File: config.mk
export PLATFORM = sky130hd
export DESIGN_NAME = mis_monitor_irq
export DESIGN_NICKNAME = d
export VERILOG_FILES = /design/src/inc/mis_pkg.sv /design/src/rtl/mis_monitor_irq.sv
export SDC_FILE = /design/constraint.sdc
export NUM_CORES = 1
export LEC_CHECK = 0
export ABC_CLOCK_PERIOD_IN_PS = 2300
export BUFFER_PORTS_ARGS = -buffer_cell sky130_fd_sc_hd__buf_2
export CORE_MARGIN = 5
export CORE_UTILIZATION = 30
export CTS_CLUSTER_DIAMETER = 60
export CTS_CLUSTER_SIZE = 20
export DETAILED_ROUTE_END_ITERATION = 7
export PLACE_DENSITY = 0.43
export REMOVE_ABC_BUFFERS = 1
export SLEW_MARGIN = 15
export SYNTH_ARGS = -nofsm -noshare
export SYNTH_HDL_FRONTEND = slang
export SYNTH_SLANG_ARGS = --single-unit
File: constraint.sdc
create_clock -name core_clk_i -period 2.3 [get_ports core_clk_i]
set_input_delay 0.46 -clock core_clk_i [delete_from_list [all_inputs] [get_ports core_clk_i]]
set_output_delay 0.46 -clock core_clk_i [all_outputs]
set_load 0.01 [all_outputs]
File: src/inc/mis_pkg.sv
/*
 Package for the monitor interrupt status and mask block: register offsets,
 field positions, reset values, timing counts and the carrier structs.
 Assumes a 10 MHz core clock.
*/
package mis_pkg;

	// ----------------------------------------------------------------
	// Register offsets
	// ----------------------------------------------------------------
	localparam logic [7:0] MIS_OFS_STATUS_A  = 8'h41;
	localparam logic [7:0] MIS_OFS_STATUS_B  = 8'h42;
	localparam logic [7:0] MIS_OFS_MASK_A    = 8'h43;
	localparam logic [7:0] MIS_OFS_MASK_B    = 8'h44;
	localparam logic [7:0] MIS_OFS_INTR_CLR  = 8'h46;
	localparam logic [7:0] MIS_OFS_VID_TACH  = 8'h47;

	// ----------------------------------------------------------------
	// Reset values and fields
	// ----------------------------------------------------------------
	localparam logic [7:0] MIS_RST_STATUS    = 8'h00;
	localparam logic [7:0] MIS_RST_MASK      = 8'h00;
	localparam logic [7:0] MIS_RST_ZERO      = 8'h00;
	localparam logic [1:0] MIS_RST_PRESCALE  = 2'h0;
	localparam logic [5:0] MIS_RST_SYNC      = 6'h02;
	localparam int         MIS_BIT_INTR_REQ  = 7;
	localparam int         MIS_POS_VID       = 0;
	localparam int         MIS_POS_TACH1     = 4;
	localparam int         MIS_POS_TACH2     = 6;
	localparam int         MIS_BIT_INTRUSION = 4;
	localparam int         MIS_BIT_OVERTEMP  = 5;

	// ----------------------------------------------------------------
	// Timing
	// ----------------------------------------------------------------
	localparam int         MIS_CLK_HZ        = 10_000_000;
	localparam int         MIS_PULSE_MS      = 20;
	localparam int         MIS_PULSE_CYC     = (MIS_CLK_HZ / 1000) * MIS_PULSE_MS;

	// ----------------------------------------------------------------
	// Carriers
	// ----------------------------------------------------------------
	typedef struct packed {
		logic       wr;
		logic       rd;
		logic [7:0] addr;
		logic [7:0] wdata;
	} mis_reg_req_s;

	typedef struct packed {
		logic [7:0] events_a;
		logic [7:0] events_b;
	} mis_events_s;

	typedef enum logic [1:0] {
		MIS_PULSE_IDLE = 2'b00,
		MIS_PULSE_LOW  = 2'b01
	} mis_pulse_e;

endpackage

File: src/rtl/mis_monitor_irq.sv
/*
 Interrupt status, mask, intrusion-clear pulse and PROCESSOR_VOLTAGE_ID / tach prescale registers.
 Assumes register accesses arrive as one-cycle strobes on the core clock, and that
 limit-check events arrive as levels on the core clock. Pins are synchronised here.
*/
// Notes on behaviour
// Voltage, fan channel violations set status A
// Temperature channels set status A bits 4,5
// 12V, core two set status B; 2,3 reserved
// Intrusion input rising edge sets status B bit 4, except during own clear pulse
// External low overtemp line sets bit 5
// Diode faults set status B bits 6,7
// Reading status clears it; reset zero
// Unhandled remaining violations raise interrupt again
// Mask bit blocks matching status bit
// Masks read/write, reset to zero
// Mask B reserved bits writable, reset low
// Software masks persistent faults until fixed
// Writing bit 7 drives 20 ms low pulse
// Request bit self-clears after pulse ends
// Intrusion-clear bits 0..6 read zero
// PROCESSOR_VOLTAGE_ID bits reflect voltage ID pins
// Bits 5:4 select tach one prescale
// Bits 7:6 select tach two prescale
// Interrupt driven only when enable bit set
// Interrupt-clear bit hides irq, pauses monitoring
// Interrupt while any unmasked status bit set
`timescale 1ns/100ps

module mis_monitor_irq (
	input  wire logic                 core_clk_i,
	input  wire logic                 rst_n_i,
	input  wire mis_pkg::mis_reg_req_s reg_req_i,
	output logic [7:0]                reg_rdata_o,
	input  wire mis_pkg::mis_events_s limit_events_i,
	input  wire logic                 irq_enable_i,
	input  wire logic                 irq_clear_i,
	output logic                      monitor_pause_o,
	output logic                      irq_o,
	input  wire logic                 intrusion_in_i,
	output logic                      intrusion_out_o,
	output logic                      intrusion_oe_n_o,
	input  wire logic                 overtemp_line_in_i,
	input  wire logic                 overtemp_drive_i,
	input  wire logic [3:0]           processor_voltage_id_i,
	output logic [1:0]                tach1_prescale_o,
	output logic [1:0]                tach2_prescale_o
);
	import mis_pkg::*;

	// ----------------------------------------------------------------
	// Pin synchronisers
	// ----------------------------------------------------------------
	logic [5:0] sync_a;
	logic [5:0] sync_b;
	logic       intrusion_prev;

	always_ff @(posedge core_clk_i or negedge rst_n_i) begin
		if (!rst_n_i) begin
			// Overtemp line idles high, so its stages reset high to avoid a false event
			sync_a <= MIS_RST_SYNC;
			sync_b <= MIS_RST_SYNC;
		end else begin
			sync_a <= {processor_voltage_id_i, overtemp_line_in_i, intrusion_in_i};
			sync_b <= sync_a;
		end
	end

	wire logic       intrusion_s = sync_b[0];
	wire logic       overtemp_s  = sync_b[1];
	wire logic [3:0] vid_s       = sync_b[5:2];

	always_ff @(posedge core_clk_i or negedge rst_n_i) begin
		if (!rst_n_i)
			intrusion_prev <= 1'b0;
		else
			intrusion_prev <= intrusion_s;
	end

	// ----------------------------------------------------------------
	// Own overtemp drive, held over the synchroniser delay
	// ----------------------------------------------------------------
	logic [1:0] drive_d;
	wire logic  own_drive = overtemp_drive_i | drive_d[0] | drive_d[1];

	always_ff @(posedge core_clk_i or negedge rst_n_i) begin
		if (!rst_n_i)
			drive_d <= 2'h0;
		else
			drive_d <= {drive_d[0], overtemp_drive_i};
	end

	// ----------------------------------------------------------------
	// Event collection
	// ----------------------------------------------------------------
	logic [7:0] status_a;
	logic [7:0] status_b;
	logic [7:0] mask_a;
	logic [7:0] mask_b;
	logic [7:0] set_a;
	logic [7:0] set_b;
	logic       pulse_active;

	assign monitor_pause_o = irq_clear_i;

	always_comb begin
		set_a = limit_events_i.events_a; // see R01
		set_b = limit_events_i.events_b & 8'hC3; // see R03
		// Rising intrusion edge, ignored while our own pulse holds the pin low
		set_b[MIS_BIT_INTRUSION] = intrusion_s & ~intrusion_prev & ~pulse_active;
		// Low line with no drive from the block means an external source
		set_b[MIS_BIT_OVERTEMP] = ~overtemp_s & ~own_drive;
		if (irq_clear_i) begin
			set_a = 8'h00;
			set_b = 8'h00;
		end
	end

	// ----------------------------------------------------------------
	// Status registers, read to clear, set wins
	// ----------------------------------------------------------------
	wire logic rd_a = reg_req_i.rd && reg_req_i.addr == MIS_OFS_STATUS_A;
	wire logic rd_b = reg_req_i.rd && reg_req_i.addr == MIS_OFS_STATUS_B;

	always_ff @(posedge core_clk_i or negedge rst_n_i) begin
		if (!rst_n_i) begin
			status_a <= MIS_RST_STATUS;
			status_b <= MIS_RST_STATUS;
		end else begin
			status_a <= (rd_a ? 8'h00 : status_a) | set_a; // see R07
			status_b <= (rd_b ? 8'h00 : status_b) | set_b;
		end
	end

	// ----------------------------------------------------------------
	// Mask registers
	// ----------------------------------------------------------------
	always_ff @(posedge core_clk_i or negedge rst_n_i) begin
		if (!rst_n_i) begin
			mask_a <= MIS_RST_MASK;
			mask_b <= MIS_RST_MASK;
		end else if (reg_req_i.wr) begin
			if (reg_req_i.addr == MIS_OFS_MASK_A)
				mask_a <= reg_req_i.wdata;
			if (reg_req_i.addr == MIS_OFS_MASK_B)
				mask_b <= reg_req_i.wdata;
		end
	end

	// ----------------------------------------------------------------
	// Interrupt output
	// ----------------------------------------------------------------
	wire logic pending = |(status_a & ~mask_a) | |(status_b & ~mask_b); // see R09

	always_ff @(posedge core_clk_i or negedge rst_n_i) begin
		if (!rst_n_i)
			irq_o <= 1'b0;
		else
			irq_o <= pending & irq_enable_i & ~irq_clear_i; // see R19
	end

	// ----------------------------------------------------------------
	// Intrusion clear pulse
	// ----------------------------------------------------------------
	mis_pulse_e pulse_state;
	logic [31:0] pulse_cnt;

	wire logic intr_req = reg_req_i.wr && reg_req_i.addr == MIS_OFS_INTR_CLR
		&& reg_req_i.wdata[MIS_BIT_INTR_REQ];

	always_ff @(posedge core_clk_i or negedge rst_n_i) begin
		if (!rst_n_i) begin
			pulse_state <= MIS_PULSE_IDLE;
			pulse_cnt   <= 32'h0;
		end else begin
			unique case (pulse_state)
				MIS_PULSE_IDLE: begin
					if (intr_req) begin
						pulse_state <= MIS_PULSE_LOW;
						pulse_cnt   <= 32'(MIS_PULSE_CYC - 1);
					end
				end
				MIS_PULSE_LOW: begin
					if (pulse_cnt == 32'h0)
						pulse_state <= MIS_PULSE_IDLE;
					else
						pulse_cnt <= pulse_cnt - 32'h1;
				end
				default: pulse_state <= MIS_PULSE_IDLE;
			endcase
		end
	end

	assign pulse_active     = pulse_state == MIS_PULSE_LOW;
	assign intrusion_out_o  = 1'b0;
	assign intrusion_oe_n_o = ~pulse_active;

	// Cycles spent driving the pin, watched by the length checks
	logic [31:0] low_cycles;

	always_ff @(posedge core_clk_i or negedge rst_n_i) begin
		if (!rst_n_i)
			low_cycles <= 32'h0;
		else if (pulse_active)
			low_cycles <= low_cycles + 32'h1;
		else
			low_cycles <= 32'h0;
	end

	// ----------------------------------------------------------------
	// Prescale fields
	// ----------------------------------------------------------------
	always_ff @(posedge core_clk_i or negedge rst_n_i) begin
		if (!rst_n_i) begin
			tach1_prescale_o <= MIS_RST_PRESCALE;
			tach2_prescale_o <= MIS_RST_PRESCALE;
		end else if (reg_req_i.wr && reg_req_i.addr == MIS_OFS_VID_TACH) begin
			tach1_prescale_o <= reg_req_i.wdata[MIS_POS_TACH1 +: 2];
			tach2_prescale_o <= reg_req_i.wdata[MIS_POS_TACH2 +: 2];
		end
	end

	// ----------------------------------------------------------------
	// Read data
	// ----------------------------------------------------------------
	always_ff @(posedge core_clk_i or negedge rst_n_i) begin
		if (!rst_n_i)
			reg_rdata_o <= MIS_RST_ZERO;
		else if (reg_req_i.rd) begin
			unique case (reg_req_i.addr)
				MIS_OFS_STATUS_A: reg_rdata_o <= status_a;
				MIS_OFS_STATUS_B: reg_rdata_o <= status_b;
				MIS_OFS_MASK_A:   reg_rdata_o <= mask_a;
				MIS_OFS_MASK_B:   reg_rdata_o <= mask_b;
				MIS_OFS_INTR_CLR: reg_rdata_o <= {pulse_active, 7'h00}; // see R14
				MIS_OFS_VID_TACH: reg_rdata_o <= {tach2_prescale_o, tach1_prescale_o, vid_s};
				default:          reg_rdata_o <= MIS_RST_ZERO;
			endcase
		end
	end

	// ----------------------------------------------------------------
	// Checks
	// ----------------------------------------------------------------
	chk_read_clears: assert property (@(posedge core_clk_i) disable iff (!rst_n_i)
		rd_a && !irq_clear_i && limit_events_i.events_a == 8'h00 |=> status_a == 8'h00)
		else $error("status A not cleared by read");
	chk_set_wins: assert property (@(posedge core_clk_i) disable iff (!rst_n_i)
		rd_a && set_a[0] |=> status_a[0])
		else $error("event lost on read");
	chk_mask_blocks: assert property (@(posedge core_clk_i) disable iff (!rst_n_i)
		(status_a & ~mask_a) == 8'h00 && (status_b & ~mask_b) == 8'h00 |=> !irq_o)
		else $error("masked status raised irq");
	chk_irq_raise: assert property (@(posedge core_clk_i) disable iff (!rst_n_i)
		pending && irq_enable_i && !irq_clear_i |=> irq_o)
		else $error("irq not raised");
	chk_irq_enable: assert property (@(posedge core_clk_i) disable iff (!rst_n_i)
		!irq_enable_i |=> !irq_o)
		else $error("irq while disabled");
	chk_irq_clear: assert property (@(posedge core_clk_i) disable iff (!rst_n_i)
		irq_clear_i |=> !irq_o && ($stable(status_a) || $past(rd_a)))
		else $error("irq clear misbehaved");
	chk_mask_write: assert property (@(posedge core_clk_i) disable iff (!rst_n_i)
		reg_req_i.wr && reg_req_i.addr == MIS_OFS_MASK_B |=> mask_b == $past(reg_req_i.wdata))
		else $error("mask B write lost");
	chk_pulse_start: assert property (@(posedge core_clk_i) disable iff (!rst_n_i)
		intr_req && !pulse_active |=> !intrusion_oe_n_o [*8])
		else $error("intrusion pulse too short");
	chk_pulse_end: assert property (@(posedge core_clk_i) disable iff (!rst_n_i)
		pulse_active && pulse_cnt == 32'h0 |=> !pulse_active)
		else $error("request bit not self cleared");
	chk_prescale: assert property (@(posedge core_clk_i) disable iff (!rst_n_i)
		reg_req_i.wr && reg_req_i.addr == MIS_OFS_VID_TACH |=> tach1_prescale_o == $past(reg_req_i.wdata[5:4]))
		else $error("tach prescale not written");

	// ----------------------------------------------------------------
	// Checks on event capture
	// ----------------------------------------------------------------
	chk_status_a_set: assert property (@(posedge core_clk_i) disable iff (!rst_n_i)
		!irq_clear_i |=> (status_a & $past(limit_events_i.events_a)) == $past(limit_events_i.events_a))
		else $error("status A event lost");
	chk_temp_bits: assert property (@(posedge core_clk_i) disable iff (!rst_n_i)
		!irq_clear_i |=> (status_a[5:4] & $past(limit_events_i.events_a[5:4])) == $past(limit_events_i.events_a[5:4]))
		else $error("temperature event lost");
	chk_status_b_set: assert property (@(posedge core_clk_i) disable iff (!rst_n_i)
		!irq_clear_i |=> (status_b[1:0] & $past(limit_events_i.events_b[1:0])) == $past(limit_events_i.events_b[1:0]))
		else $error("status B supply event lost");
	chk_reserved_zero: assert property (@(posedge core_clk_i) disable iff (!rst_n_i)
		status_b[3:2] == 2'h0)
		else $error("reserved status bits set");
	chk_intrusion_set: assert property (@(posedge core_clk_i) disable iff (!rst_n_i)
		intrusion_s && !intrusion_prev && !pulse_active && !irq_clear_i |=> status_b[MIS_BIT_INTRUSION])
		else $error("intrusion edge lost");
	chk_overtemp_set: assert property (@(posedge core_clk_i) disable iff (!rst_n_i)
		!overtemp_s && !own_drive && !irq_clear_i |=> status_b[MIS_BIT_OVERTEMP])
		else $error("external overtemp lost");
	chk_own_drive: assert property (@(posedge core_clk_i) disable iff (!rst_n_i)
		own_drive && !status_b[MIS_BIT_OVERTEMP] |=> !status_b[MIS_BIT_OVERTEMP])
		else $error("own overtemp drive flagged");
	chk_diode_set: assert property (@(posedge core_clk_i) disable iff (!rst_n_i)
		!irq_clear_i |=> (status_b[7:6] & $past(limit_events_i.events_b[7:6])) == $past(limit_events_i.events_b[7:6]))
		else $error("diode fault lost");
	chk_read_clears_b: assert property (@(posedge core_clk_i) disable iff (!rst_n_i)
		rd_b && set_b == 8'h00 |=> status_b == 8'h00)
		else $error("status B not cleared by read");
	chk_refire: assert property (@(posedge core_clk_i) disable iff (!rst_n_i)
		rd_a && (status_b & ~mask_b) != 8'h00 |=> pending)
		else $error("remaining status lost on read");

	// ----------------------------------------------------------------
	// Checks on masks, interrupt and fields
	// ----------------------------------------------------------------
	chk_mask_a_write: assert property (@(posedge core_clk_i) disable iff (!rst_n_i)
		reg_req_i.wr && reg_req_i.addr == MIS_OFS_MASK_A |=> mask_a == $past(reg_req_i.wdata))
		else $error("mask A write lost");
	chk_mask_b_resv: assert property (@(posedge core_clk_i) disable iff (!rst_n_i)
		reg_req_i.wr && reg_req_i.addr == MIS_OFS_MASK_B |=> mask_b[3:2] == $past(reg_req_i.wdata[3:2]))
		else $error("mask B reserved bits not writable");
	chk_irq_drop: assert property (@(posedge core_clk_i) disable iff (!rst_n_i)
		!pending |=> !irq_o)
		else $error("irq held without pending status");
	chk_pause_follow: assert property (@(posedge core_clk_i) disable iff (!rst_n_i)
		monitor_pause_o == irq_clear_i)
		else $error("pause does not follow clear");
	chk_vid_read: assert property (@(posedge core_clk_i) disable iff (!rst_n_i)
		reg_req_i.rd && reg_req_i.addr == MIS_OFS_VID_TACH |=> reg_rdata_o[3:0] == $past(vid_s))
		else $error("voltage id read wrong");
	chk_prescale_two: assert property (@(posedge core_clk_i) disable iff (!rst_n_i)
		reg_req_i.wr && reg_req_i.addr == MIS_OFS_VID_TACH |=> tach2_prescale_o == $past(reg_req_i.wdata[7:6]))
		else $error("tach two prescale not written");
	chk_prescale_hold: assert property (@(posedge core_clk_i) disable iff (!rst_n_i)
		!(reg_req_i.wr && reg_req_i.addr == MIS_OFS_VID_TACH) |=> $stable({tach2_prescale_o, tach1_prescale_o}))
		else $error("tach prescale changed without write");

	// ----------------------------------------------------------------
	// Checks on the intrusion pulse
	// ----------------------------------------------------------------
	chk_pulse_length: assert property (@(posedge core_clk_i) disable iff (!rst_n_i)
		$fell(pulse_active) |-> $past(low_cycles) == 32'(MIS_PULSE_CYC - 1))
		else $error("intrusion pulse length wrong");
	chk_pulse_bound: assert property (@(posedge core_clk_i) disable iff (!rst_n_i)
		pulse_active |-> low_cycles < 32'(MIS_PULSE_CYC))
		else $error("intrusion pulse too long");
	chk_pulse_req_bit: assert property (@(posedge core_clk_i) disable iff (!rst_n_i)
		reg_req_i.rd && reg_req_i.addr == MIS_OFS_INTR_CLR |=> reg_rdata_o[7] == $past(pulse_active))
		else $error("request bit does not show pulse");
	chk_clear_read: assert property (@(posedge core_clk_i) disable iff (!rst_n_i)
		reg_req_i.rd && reg_req_i.addr == MIS_OFS_INTR_CLR |=> reg_rdata_o[6:0] == 7'h00)
		else $error("intrusion clear low bits not zero");

endmodule // mis_monitor_irq

# After elaboration in Yosys (flattened, before gate mapping)
# Index checks and enable logic that the tools add are counted.
# W data, S select, Z words.
dict set report word_totals {
  ff_bits 94
  in_bits 45
  out_inout_bits 16
  word_cells 69
}
dict set report classes {
  add_sub_neg 1
  eq_ne 10
  muxes 11
  bitwise_logic 19
  reduce_logical 14
}
# op n
set op_table {}
lappend op_table {{$mux W32} 2}
lappend op_table {{$pmux W32 S2} 1}
lappend op_table {{$eq A8 B7 Y1 const B} 6}
lappend op_table {{$pmux W8 S6} 1}
lappend op_table {{$logic_not A32 Y1} 1}
lappend op_table {{$mux W8} 4}
lappend op_table {{$sub A32 B1 Y32 const B} 1}
lappend op_table {{$and A8 B8 Y8} 2}
lappend op_table {{$not A8 Y8} 2}
lappend op_table {{$or A8 B8 Y8} 2}
lappend op_table {{$reduce_or A8 Y1} 2}
lappend op_table {{$reduce_and A2 Y1} 3}
lappend op_table {{$and A1 B1 Y1} 5}
lappend op_table {{$logic_and A1 B1 Y1} 5}
lappend op_table {{$not A1 Y1} 5}
lappend op_table {{$mux W2} 2}
lappend op_table {{$ne A2 B2 Y1 const B} 2}
lappend op_table {{$pmux W2 S2} 1}
lappend op_table {{$or A1 B1 Y1} 3}
lappend op_table {{$reduce_and A3 Y1} 1}
lappend op_table {{$eq A2 B1 Y1 const B} 1}
lappend op_table {{$logic_not A2 Y1} 1}
lappend op_table {{$ne A2 B1 Y1 const B} 1}
lappend op_table {{$reduce_bool A2 Y1} 1}

# Longest topological paths before layout
# Gate-level depths: netlist (run 1).
dict set report depth {
  ltp_word 6
  ltp_mapped 8
  mapped_depth_nobuf 7
}

# Worst setup path after synthesis (run 1)
# OpenSTA, ideal clock, no wires.
dict set report synth_path {
  kind {input port to flip-flop}
  startpoint {in reg_req_i[11] in the netlist's numbering}
  endpoint {reg status_a[0]}
  setup_ps 121
  arrival_ps 2026
  required_ps 2179
  setup_slack_ps 153
  cell_stages 5
  path_buffers 0
  cell_sequence {nor4_1 -> nand3_1 -> nor3_1 -> nand2_1 -> a22o_1}
}
dict set report synth_via {
  elab_chain_len 4
}
# element line
set synth_lines {}
lappend synth_lines {{start, declared} mis_monitor_irq.sv:33} ;# input wire mis_pkg::mis_reg_req_s reg_req_i,
lappend synth_lines {{$eq A8 B7 Y1} mis_monitor_irq.sv:122} ;# wire logic rd_a = reg_req_i.rd && reg_req_i.addr == MIS_OFS_STATUS_A;
lappend synth_lines {{$logic_and A1 B1 Y1} mis_monitor_irq.sv:122}
lappend synth_lines {{$mux W8} mis_monitor_irq.sv:130} ;# status_a <= (rd_a ? 8'h00 : status_a) | set_a;
lappend synth_lines {{$or A8 B8 Y8} mis_monitor_irq.sv:130}
lappend synth_lines {{end signal, assigned} mis_monitor_irq.sv:130}
lappend synth_lines {{end, declared} mis_monitor_irq.sv:96} ;# logic [7:0] status_a;
# No other way between the ends.
# A chain may end at the register's enable or synchronous reset.

# Worst setup path after layout (run 1)
dict set report layout_path {
  startpoint {reg pulse_cnt[10]}
  endpoint {reg pulse_cnt[17]}
}
dict set report layout_via {
  elab_chain_len 3
  elab_cells_between_ends 6
  cone_classes {add/sub (1); eq/ne (1); mux (2); reduce/logical (2)}
}
# element line
set layout_lines {}
lappend layout_lines {{start, declared} mis_monitor_irq.sv:166} ;# logic [31:0] pulse_cnt;
lappend layout_lines {{start signal, assigned} mis_monitor_irq.sv:180} ;# pulse_cnt <= 32'(MIS_PULSE_CYC - 1);
lappend layout_lines {{start signal, assigned} mis_monitor_irq.sv:187} ;# pulse_cnt <= pulse_cnt - 32'h1;
lappend layout_lines {{$sub A32 B1 Y32 / $logic_not A32 Y1 (equally long branches)} {mis_monitor_irq.sv:187, mis_monitor_irq.sv:184}}
lappend layout_lines {{$mux W32 / $ne A2 B2 Y1 (equally long branches)} n/a}
lappend layout_lines {{$pmux W32 S2 / $reduce_and A3 Y1 (equally long branches)} n/a}
# Several ways; a longest one is shown, not always the timed one. The select of a mux whose other input is x is not followed.

==> results of run 1 <==
==> cells by family (layout without fill, tap and decap cells) <==
| logic type | Yosys count | after routing | synth area share, % |
|---|---|---|---|
| AND/OR/NAND/NOR | 141 | 141 | 18.7 |
| AO/OA/AOI/OAI | 80 | 80 | 12.8 |
| other | 1 | 2 | 0.0864 |
| buffers and inverters | 45 | 135 | 4.50 |
| flip-flops | 91 | 91 | 52.6 |
| multiplexers | 40 | 40 | 10.3 |
| XOR/XNOR | 4 | 4 | 0.808 |
| adder cells (fa/ha/maj) | 1 | 1 | 0.288 |
==> flip-flops by register name, summed over array words and instances, names as in the netlist <==
name              flops
tach1_prescale_o      2
pulse_cnt            32
mask_a                8
status_a              8
sync_b                6
irq_o                 1
sync_a                6
status_b              6
mask_b                8
pulse_state           1
reg_rdata_o           8
intrusion_prev        1
tach2_prescale_o      2
drive_d               2
==> worst min-delay path by stage <==
stage | end | start | depth (start not counted) | slack (ps)
after global placement | sync_b[0] | sync_a[0] | 0 | 340
after global routing | sync_a[1] | overtemp_line_in_i | 1 | 190
final | pulse_cnt[3] | rst_n_i | 2 | 160
after detailed placement | sync_b[5] | sync_a[5] | 0 | 340
after floorplan | drive_d[0] | rst_n_i | 0 | 160
after CTS | pulse_cnt[16] | rst_n_i | 2 | 180
==> routing by layer <==
metal  part of all wire [%]  wire (microns)  vias up  global-route usage (%)
met2                     45            5080       59                    20.3
met5                      0               0        -                       0
met3                    5.5             622        6                    4.26
li1                       -               -     1654                       -
met4                   0.96             108        0                    3.30
met1                     48            5440     1659                    20.2
==> what timing repair did <==
| item | CTS | global route |
|---|---|---|
| gates resized for setup | 0 | 8 |
| hold buffers | 0 | 0 |
| endpoints found under the setup margin | 0 | 9 |
==> critical path, delay by kind of cell, from the launching register on <==
kind | cells | cell delay [ps]
AO/OA/AOI/OAI | 2 | 490
flip-flops | 1 | 410
AND/OR/NAND/NOR | 3 | 1190
==> area by class of cell <==
| class | instances | area share (%) |
|---|---|---|
| Clock inverter | 6 | 0.770 |
| Sequential cell | 91 | 42.5 |
| Tap cell | 184 | 4.29 |
| Inverter | 29 | 2.03 |
| Multi-Input combinational cell | 267 | 35.5 |
| Antenna cell | 1 | 0.0467 |
| Timing Repair Buffer | 90 | 10.3 |
| Clock buffer | 10 | 4.46 |
==> metrics by stage <==
step / TNS [ps] / instances / total power, mW
2_1_floorplan: 0 / 387 / 1.76
3_3_place_gp: 0 / 661 / 1.89
3_5_place_dp: 0 / 661 / 1.89
4_1_cts: 0 / 677 / 3.31
5_1_grt: -36.1 / 677 / 3.39
6_report: 0 / 678 / 3.25
==> power by group <==
group          internal, mW  switching (mW)
registers              1.64          0.0279
logic                0.0816           0.104
clock network         0.760           0.637
==> synthesized netlist by cell type (8+ instances only) <==
library cell	count
nand3_1	11
dfrtp_1	89
nand2_1	25
mux2_2	27
nor2_1	31
inv_1	29
mux2i_1	12
a21oi_1	19
a22o_1	13
o21ai_0	9
o22ai_1	13
nor3_1	9
or4_1	8
nor4_1	11
==> results.tsv, run 1 <==
metric	value	unit
status	completed	
cts_tree	done	
leakagePower	2.35	nW
drive_above_1_share	32.9	%
slew_violations	0	
fin_crit_sh	96.0	%
crit_end	pulse_cnt[17]	
cp.required	2520	ps
slowest_stage	or4_1	
grt_max_degree	92	
postRouteAntennaNets	0	
finalSetupViolations	0	
critPathLaunch	pulse_cnt[10]	
fin_hold_ws	158	ps
grt_antenna_before_repair	0	
finalHoldViolCount	0	
clk_path_buf_depth	2	
worst_r2r_endpoint	pulse_cnt[17]	
dp_hpwl	8.01	mm
synthCells	403	
clk-insertion-delay-late	340	ps
hp-class	in2async	
drcViolationCount	0	
cp-end-kind	flop	
max-slew-margin-rel	65.7	%
ys_types	55	
drtPass1Iterations	4	
tightest_slew	514	ps
r2r_cells	5	
avgViaCountPerCell	4.98	
syn-cell-area	4340	sq um
ff2ff_setup_slack	90	ps
pwr_density_cell	607	nW/um^2
cts-htree-levels	3	
finalWorstSetupSlack	91.6	ps
postCtsSetupBuffers	0	
worstPathMaxFanout	4	
yosysSeqAreaShare	52.6	%
dpl_worst_slack	51.3	ps
fill_cells	1453	
yosys.area.top_type	dfrtp_1	
cts_root_buffer	clkbuf_16	
track_usage	13.9	%
clk_pin_slew_worst_paths	70	ps
detail_route.wl_per_cell	16.6	microns
maxCapViolations	0	
path_class	reg2reg	
finClkSkew	10.4	ps
die_area	17000	sq um
period_needed	2210	ps
drt_iter0_markers	202	
dieWidth	130	microns
grt_pass1_vias	3346	
regArea	2280	sq um
placedInstanceArea	5030	sq um
rsz0062_at_grt	yes	
ys_ff_latch	91	
syn_avg_cell_area	10.8	sq um
layout_common_cells	88 x dfrtp_1, 54 x buf_2, 35 x buf_4, 31 x nor2_1, 29 x inv_1	
dieHeight	130	microns
max_stage_delay	620	ps
coreArea	14400	sq um
fin_area	5360	sq um
fmax	453	MHz
gr-total-overflow	0	
start_util	30.2	%
final_nets	534	
synth_edf_count	0	
vias	3378	
yosys_warnings	0	
synth.top_cell.area_share	51.3	%
place_congestion	0.790	
drt-total-wl	11.3	mm
multi_input_area	1910	sq um
ir_drop	0.000458	V
port-buffer-count	55	
crit_chain	or4_1, nor3_4, o311ai_2, o31a_1, or3_1	
cts_buffers	9	
critPathLaunchType	flop	
clkSinkCount	91	
synth_area_leaders	dfrtp_1 51%, mux2_2 7.0%, mux2i_1 2.8%	
crit_arrival	2430	ps
ys_dominant_reg_cell	dfrtp_1	
r2r-start	pulse_cnt[10]	
ys_async_sr_fraction	100	%
syn_to_final_growth	23.6	%
layout_commonest_cell	dfrtp_1	
fin_util	37.3	%
std_cell_rows	44	
io_pins	61	
grt_pass1_wl	18.0	mm
(Power assumes the default switching activity.)
==> inputs of run 2 (changes only) <==
--- a/config.mk
+++ b/config.mk
@@ -5,6 +5,7 @@
 export SDC_FILE = /design/constraint.sdc
 export NUM_CORES = 1
 export LEC_CHECK = 0
+export ABC_AREA = 1
 export ABC_CLOCK_PERIOD_IN_PS = 2300
 export BUFFER_PORTS_ARGS = -buffer_cell sky130_fd_sc_hd__buf_2
 export CORE_MARGIN = 5
==> run 2 against run 1 <==
  * Clock power up 7%
  * Synthesized cell count up 54%
  * Total power grew 14%
  * Maximum frequency grew 11%
  * Highest routed layer unchanged
  * Critical path depth is 5 higher
  * Register-to-register slack gained 220 ps
  * Utilization fell by 0.80 points
  * Worst hold slack worse by 40 ps
  * Cell area rose by 3.9%
==> results.tsv, run 2 <==
metric	value	unit	change
status	completed		
tns	0	ps	unchanged
hp-class	in2async		
dieWidth	135	microns	+3.6%
drtPass1Iterations	5		+1
synth_area_leaders	dfrtp_1 48%, nand2_1 15%, nand3_1 7.1%		
grt_antenna_before_repair	0		unchanged
ys_types	31		-44%
ys_async_sr_fraction	100	%	unchanged
drive_above_1_share	14.5	%	-18 points
ys_dominant_reg_cell	dfrtp_1		
pwr_density_cell	664	nW/um^2	+9.4%
cts_tree	done		
std_cell_rows	45		+2.3%
syn_avg_cell_area	7.54	sq um	-30%
start_util	30.7	%	+0.50 points
finalSetupViolations	0		unchanged
port-buffer-count	55		unchanged
synth.top_cell.area_share	47.6	%	-3.8 points
maxCapViolations	0		unchanged
leakagePower	2.85	nW	+21%
period_needed	1990	ps	-221 ps
layout_common_cells	182 x nand2_1, 89 x dfrtp_1, 87 x nor2_1, 66 x nand3_1, 54 x buf_2		
total_power	3.70	mW	+14%
synth_mux_area_share	0.214	%	-10 points
post_cts_resized	0		unchanged
fmax	503	MHz	+11%
clk_path_buf_depth	2		unchanged
grt_pass1_vias	4171		+25%
slew_violations	0		unchanged
syn-cell-area	4680	sq um	+8.0%
synth_edf_count	0		unchanged
drt-total-wl	12.5	mm	+11%
cts_buffers	9		unchanged
yosysSeqAreaShare	48.7	%	-3.9 points
dieHeight	135	microns	+3.6%
max-slew-margin-rel	59.7	%	-5.9 points
dp_hpwl	9.40	mm	+17%
ys_ff_latch	91		unchanged
syn_to_final_growth	19.0	%	
cp.required	2520	ps	about the same
synth.most_common_cell	nand2_1		
synthSimpleGateAreaFrac	32.2	%	+14 points
final_nets	731		+37%
cts_root_buffer	clkbuf_16		
grt_max_degree	48		-48%
fin_crit_sh	86.4	%	-9.6 points
cts-htree-levels	3		unchanged
critPathLaunchType	flop		
path_class	reg2reg		
postRouteAntennaNets	0		unchanged
drcViolationCount	0		unchanged
rsz0062_at_grt	no		
yosys.area.top_type	dfrtp_1		
synth_xor_area_share	2.62	%	+1.8 points
synth_top_family_by_area	simple AND/OR/NAND/NOR gates		
track_usage	14.7	%	+0.75 points
layout_commonest_cell	nand2_1		
tightest_slew	604	ps	+89.6 ps
diodes	0		-1
fill_cells	1629		+12%
grt_pass1_wl	21.2	mm	+17%
worstPathMaxFanout	47		+43
postCtsHoldBufs	0		unchanged
vias	4086		+21%
crit_arrival	2200	ps	-230 ps
finClkSkew	7.82	ps	-2.54 ps
finalNonFillerCells	901		+33%
detail_route.wl_per_cell	13.9	microns	-16%
coreArea	15300	sq um	+6.2%
finalHoldViolCount	0		unchanged
ir_drop	0.000338	V	-26%
io_pins	61		unchanged
largest_register_ff_count	32		unchanged
dp.cells	885		+34%
synthCells	621		+54%
clk_pin_slew_worst_paths	70	ps	about the same
clkSinkCount	91		unchanged
cp-end-kind	flop		
clk-insertion-delay-late	340	ps	about the same
postCtsSetupBuffers	0		unchanged
synthAdderAreaFrac	0.267	%	-0.021 points
avgViaCountPerCell	4.53		-9.0%
place_congestion	0.846		+7.0%
synth_common_cells	182 x nand2_1, 89 x dfrtp_1, 87 x nor2_1		
drt_iter0_markers	219		+8.4%
gr-total-overflow	0		unchanged
yosys_warnings	0		unchanged
top_register	pulse_cnt		
die_area	18200	sq um	+7.3%
synth_compound_area_share	9.35	%	-3.4 points
-- run 2: changes by cell type after synthesis, moves of 27 or more --
cell,delta
o21ai_0,+31
mux2_2,-27
nand3_1,+55
nor2_1,+56
nand2_1,+157
o21ai_1,+31
-- run 2: critical path, stage by stage, from the launching register on --
cell     delay, ps
dfrtp_1        370
inv_1           90
ha_1           250
nand2_2        130
nor2_4         190
nand2_1         80
nor2_2         140
nor2_1          90
nor2_2         140
buf_12         230
o21ai_0        120
-- run 2: per-stage QoR --
stage                     cell area [sq um]  setup slack (ps)  util, %  hold slack, ps
after floorplan                        4560              -494        -             164
after global placement                 5280               338     34.6             337
after detailed placement               5280               306     34.6             336
after CTS                              5570               273     36.5             130
after global routing                   5570               110     36.5             174
final                                  5570               313     36.5             119
-- run 2: final cells by class --
class,count,area [sq um],share of cell area (%)
Clock buffer,12,246,4.42
Clock inverter,4,50.0,0.898
Inverter,49,184,3.30
Multi-Input combinational cell,460,2100,37.7
Sequential cell,91,2280,40.9
Tap cell,211,264,4.74
Timing Repair Buffer,74,445,7.99
-- run 2: routing by layer --
| layer | global-route usage [%] | up-vias | wire length (microns) |
|---|---|---|---|
| li1 | - | 2129 | - |
| met1 | 18.5 | 1866 | 5750 |
| met2 | 25.0 | 76 | 6050 |
| met3 | 2.57 | 15 | 471 |
| met4 | 5.71 | 0 | 254 |
| met5 | 0 | - | 0 |
-- run 2: logic make-up (layout without fill, tap and decap cells) --
group | Yosys count | after routing
adders and majority gates | 1 | 1
buffers and inverters | 70 | 139
other | 1 | 1
AOI/OAI and AO/OA | 83 | 83
and+or+nand+nor | 360 | 360
muxes | 1 | 1
DFF | 91 | 91
xor gates and xnor gates | 14 | 14
-- run 2: final timing paths --
path                                     from        endpoint  slack, ps  cells past startpoint
max                              pulse_cnt[0]   pulse_cnt[28]        310                     10
min                                   rst_n_i  reg_rdata_o[2]        120                      1
max in group asynchronous             rst_n_i   pulse_cnt[27]       1580                      2
min reg2reg                         sync_a[3]       sync_b[3]        350                      0
min in group core_clk_i    overtemp_line_in_i       sync_a[1]        210                      1
max reg2reg                      pulse_cnt[0]   pulse_cnt[28]        310                     10
-- run 2: where the power goes --
group	switching [mW]	leakage (nW)	internal [mW]
Sequential	0.0318	1.16	1.65
Combinational	0.325	1.55	0.192
Clock	0.632	0.139	0.872
Total	0.988	2.85	2.71
==> inputs of run 3 (changes only) <==
--- a/config.mk
+++ b/config.mk
@@ -6,10 +6,10 @@
 export NUM_CORES = 1
 export LEC_CHECK = 0
 export ABC_AREA = 1
-export ABC_CLOCK_PERIOD_IN_PS = 2300
 export BUFFER_PORTS_ARGS = -buffer_cell sky130_fd_sc_hd__buf_2
 export CORE_MARGIN = 5
 export CORE_UTILIZATION = 30
+export CTS_BUF_LIST = sky130_fd_sc_hd__clkbuf_4
 export CTS_CLUSTER_DIAMETER = 60
 export CTS_CLUSTER_SIZE = 20
 export DETAILED_ROUTE_END_ITERATION = 7
==> run 3 against run 2 <==
  * First-iteration DRC count is 4.6% higher
  * Maximum frequency is 1.1% lower
  * Via count is 0.76% higher
  * Combinational power hardly changed
  * Sequential share of layout area is 1.1 points higher
  * Clock power is 39% lower
  * Total power is 16% lower
  * Register-to-register slack worse by 20 ps
  * Global-route usage is 0.13 points lower
  * Die area stayed put
  * Clock-buffer cell count is 1 lower
  * Sequential power hardly changed
  * Critical endpoint unchanged
==> results.tsv, run 3 (same netlist as run 2, synthesis figures left out) <==
metric	value	unit	change
status	completed		
fin_area	5420	sq um	-2.7%
detail_route.wl_per_cell	13.8	microns	-0.52%
dpl_worst_slack	306	ps	unchanged
dieWidth	135	microns	unchanged
top_register	pulse_cnt		
max-slew-margin-rel	59.7	%	about the same
clkSinkCount	91		unchanged
hp-start	overtemp_line_in_i		
ir_drop	0.000178	V	-47%
global_route.usage.met1	18.4	%	-0.055 points
critPathLaunch	pulse_cnt[0]		
use_met3	2.46	%	-0.11 points
slew_violations	0		unchanged
track_usage	14.5	%	-0.13 points
finalNonFillerCells	902		+0.11%
dp_hpwl	9.40	mm	unchanged
die_area	18200	sq um	unchanged
cp.required	2630	ps	+110 ps
leakagePower	2.78	nW	-2.3%
syn_to_final_growth	15.8	%	
cts_tree	done		
largest_register_ff_count	32		unchanged
dieHeight	135	microns	unchanged
io_pins	61		unchanged
maxCapViolations	0		unchanged
drt-total-wl	12.5	mm	-0.41%
clk-insertion-delay-late	460	ps	+120 ps
finalHoldViolCount	0		unchanged
regArea	2280	sq um	unchanged
port-buffer-count	55		unchanged
avgViaCountPerCell	4.56		+0.65%
cts_buffers	9		unchanged
rsz0062_at_grt	no		
max_stage_delay	400	ps	+30 ps
std_cell_rows	45		unchanged
pwr-share-comb	16.7	%	+2.7 points
drt_iter0_markers	229		+4.6%
cts_root_buffer	clkbuf_4		
fmax	498	MHz	-1.1%
pwr_density_cell	573	nW/um^2	-14%
p_switching	0.916	mW	-7.3%
grt-busiest-layer	met2		
clkPwrFrac	29.3	%	-11 points
finClkSkew	15.1	ps	+7.25 ps
met2_usage	25.0	%	-0.056 points
critPathLaunchType	flop		
slowest_stage	dfrtp_1		
finalSetupViolations	0		unchanged
finalWorstSetupSlack	292	ps	-21.3 ps
p_int	2.19	mW	-19%
layout_commonest_cell	nand2_1		
start_util	30.7	%	unchanged
fill_cells	1644		+0.92%
cts-htree-levels	3		unchanged
tightest_slew	604	ps	+0.198 ps
grt_pass1_vias	4123		-1.2%
placedInstanceArea	5280	sq um	unchanged
place_congestion	0.846		unchanged
drcViolationCount	0		unchanged
grt_antenna_before_repair	0		unchanged
gr-total-overflow	0		unchanged
fin_crit_sh	87.3	%	+0.93 points
clk_pin_slew_worst_paths	140	ps	+70 ps
grt_max_degree	48		unchanged
fin_hold_ws	90.7	ps	-28.1 ps
multi_input_area	2100	sq um	unchanged
clk_path_buf_depth	2		unchanged
drtPass1Iterations	5		unchanged
drive_above_1_share	14.6	%	+0.12 points
diodes	0		unchanged
crit_arrival	2340	ps	+140 ps
period_needed	2010	ps	+21.3 ps
post_cts_resized	0		unchanged
fin_util	35.5	%	-0.98 points
worstPathMaxFanout	47		unchanged
dp.cells	885		unchanged
r2r-start	pulse_cnt[0]		
path_class	reg2reg		
layout_common_cells	182 x nand2_1, 89 x dfrtp_1, 87 x nor2_1, 66 x nand3_1, 54 x buf_2		
hp-class	in2reg		
postRouteAntennaNets	0		unchanged
vias	4117		+0.76%
crit_chain	inv_1, ha_1, nand2_2, nor2_4, nand2_1, nor2_2, nor2_1, nor2_2, buf_12, o21ai_0		
swShare	29.5	%	+2.8 points
coreArea	15300	sq um	unchanged
crit_top_cell	nor2_2		
grt_pass1_wl	21.0	mm	-0.68%
p_seq_share	54.0	%	+8.6 points
cp-end-kind	flop		
final_nets	732		+0.14%
run 3: cell types whose count changed in the layout (fill, tap and decap cells not counted):
cell,change
clkbuf_16,-9
clkbuf_8,-1
clkbuf_1,-2
dlygate4sd3_1,+1
clkinv_1,+1
clkbuf_4,+11
run 3: power by group through the flow:
| stage | combinational [mW] | clock [mW] | sequential, mW |
|---|---|---|---|
| 3_5_place_dp | 0.528 | 0 | 1.71 |
| 6_report | 0.518 | 0.911 | 1.68 |
| 2_1_floorplan | 0.332 | 0 | 1.70 |
| 4_1_cts | 0.532 | 0.964 | 1.68 |
| 5_1_grt | 0.602 | 1.03 | 1.68 |
| 3_3_place_gp | 0.522 | 0 | 1.71 |
run 3: repair_timing:
item / CTS / global route
hold buffers: 1 / 0
endpoints found under the hold margin: 39 / 0
setup buffers: 0 / 0
run 3: path summary, 6_finish.rpt:
| kind | cells after the start | slack (ps) | end |
|---|---|---|---|
| min | 1 | 90 | sync_a[1] |
| min in group asynchronous | 2 | 530 | reg_rdata_o[2] |
| max | 10 | 290 | pulse_cnt[28] |
| max in group asynchronous | 3 | 1160 | pulse_cnt[29] |
| min reg2reg | 0 | 360 | sync_b[0] |
| max reg2reg | 10 | 290 | pulse_cnt[28] |
run 3: critical path, delay by kind of cell (launching register included):
family	cells	cell delay, ps
AO/OA/AOI/OAI	1	120
adder cells (fa/ha/maj)	1	250
buffers and inverters	2	330
flip-flops	1	400
AND/OR/NAND/NOR	6	780
run 3: layer usage:
layer / wire length (microns) / up-vias
li1: - / 2137
met3: 540 / 15
met1: 5680 / 1880
met2: 6020 / 85
met5: 0 / -
met4: 229 / 0
run 3: cell type report:
| class | instances | area share, % |
|---|---|---|
| multi-input cells | 460 | 38.8 |
| clock buffers | 11 | 1.52 |
| repair buffers | 75 | 8.40 |
| inverters | 49 | 3.39 |
| well taps | 211 | 4.87 |
| clock inverters | 5 | 0.992 |
| flip-flops and latches | 91 | 42.0 |
run 3: metrics by stage:
stage / setup TNS, ps / total power, mW
floorplan: -17990 / 2.03
global route: 0 / 3.31
global placement: 0 / 2.23
detailed placement: 0 / 2.24
finish: 0 / 3.11
CTS: 0 / 3.17
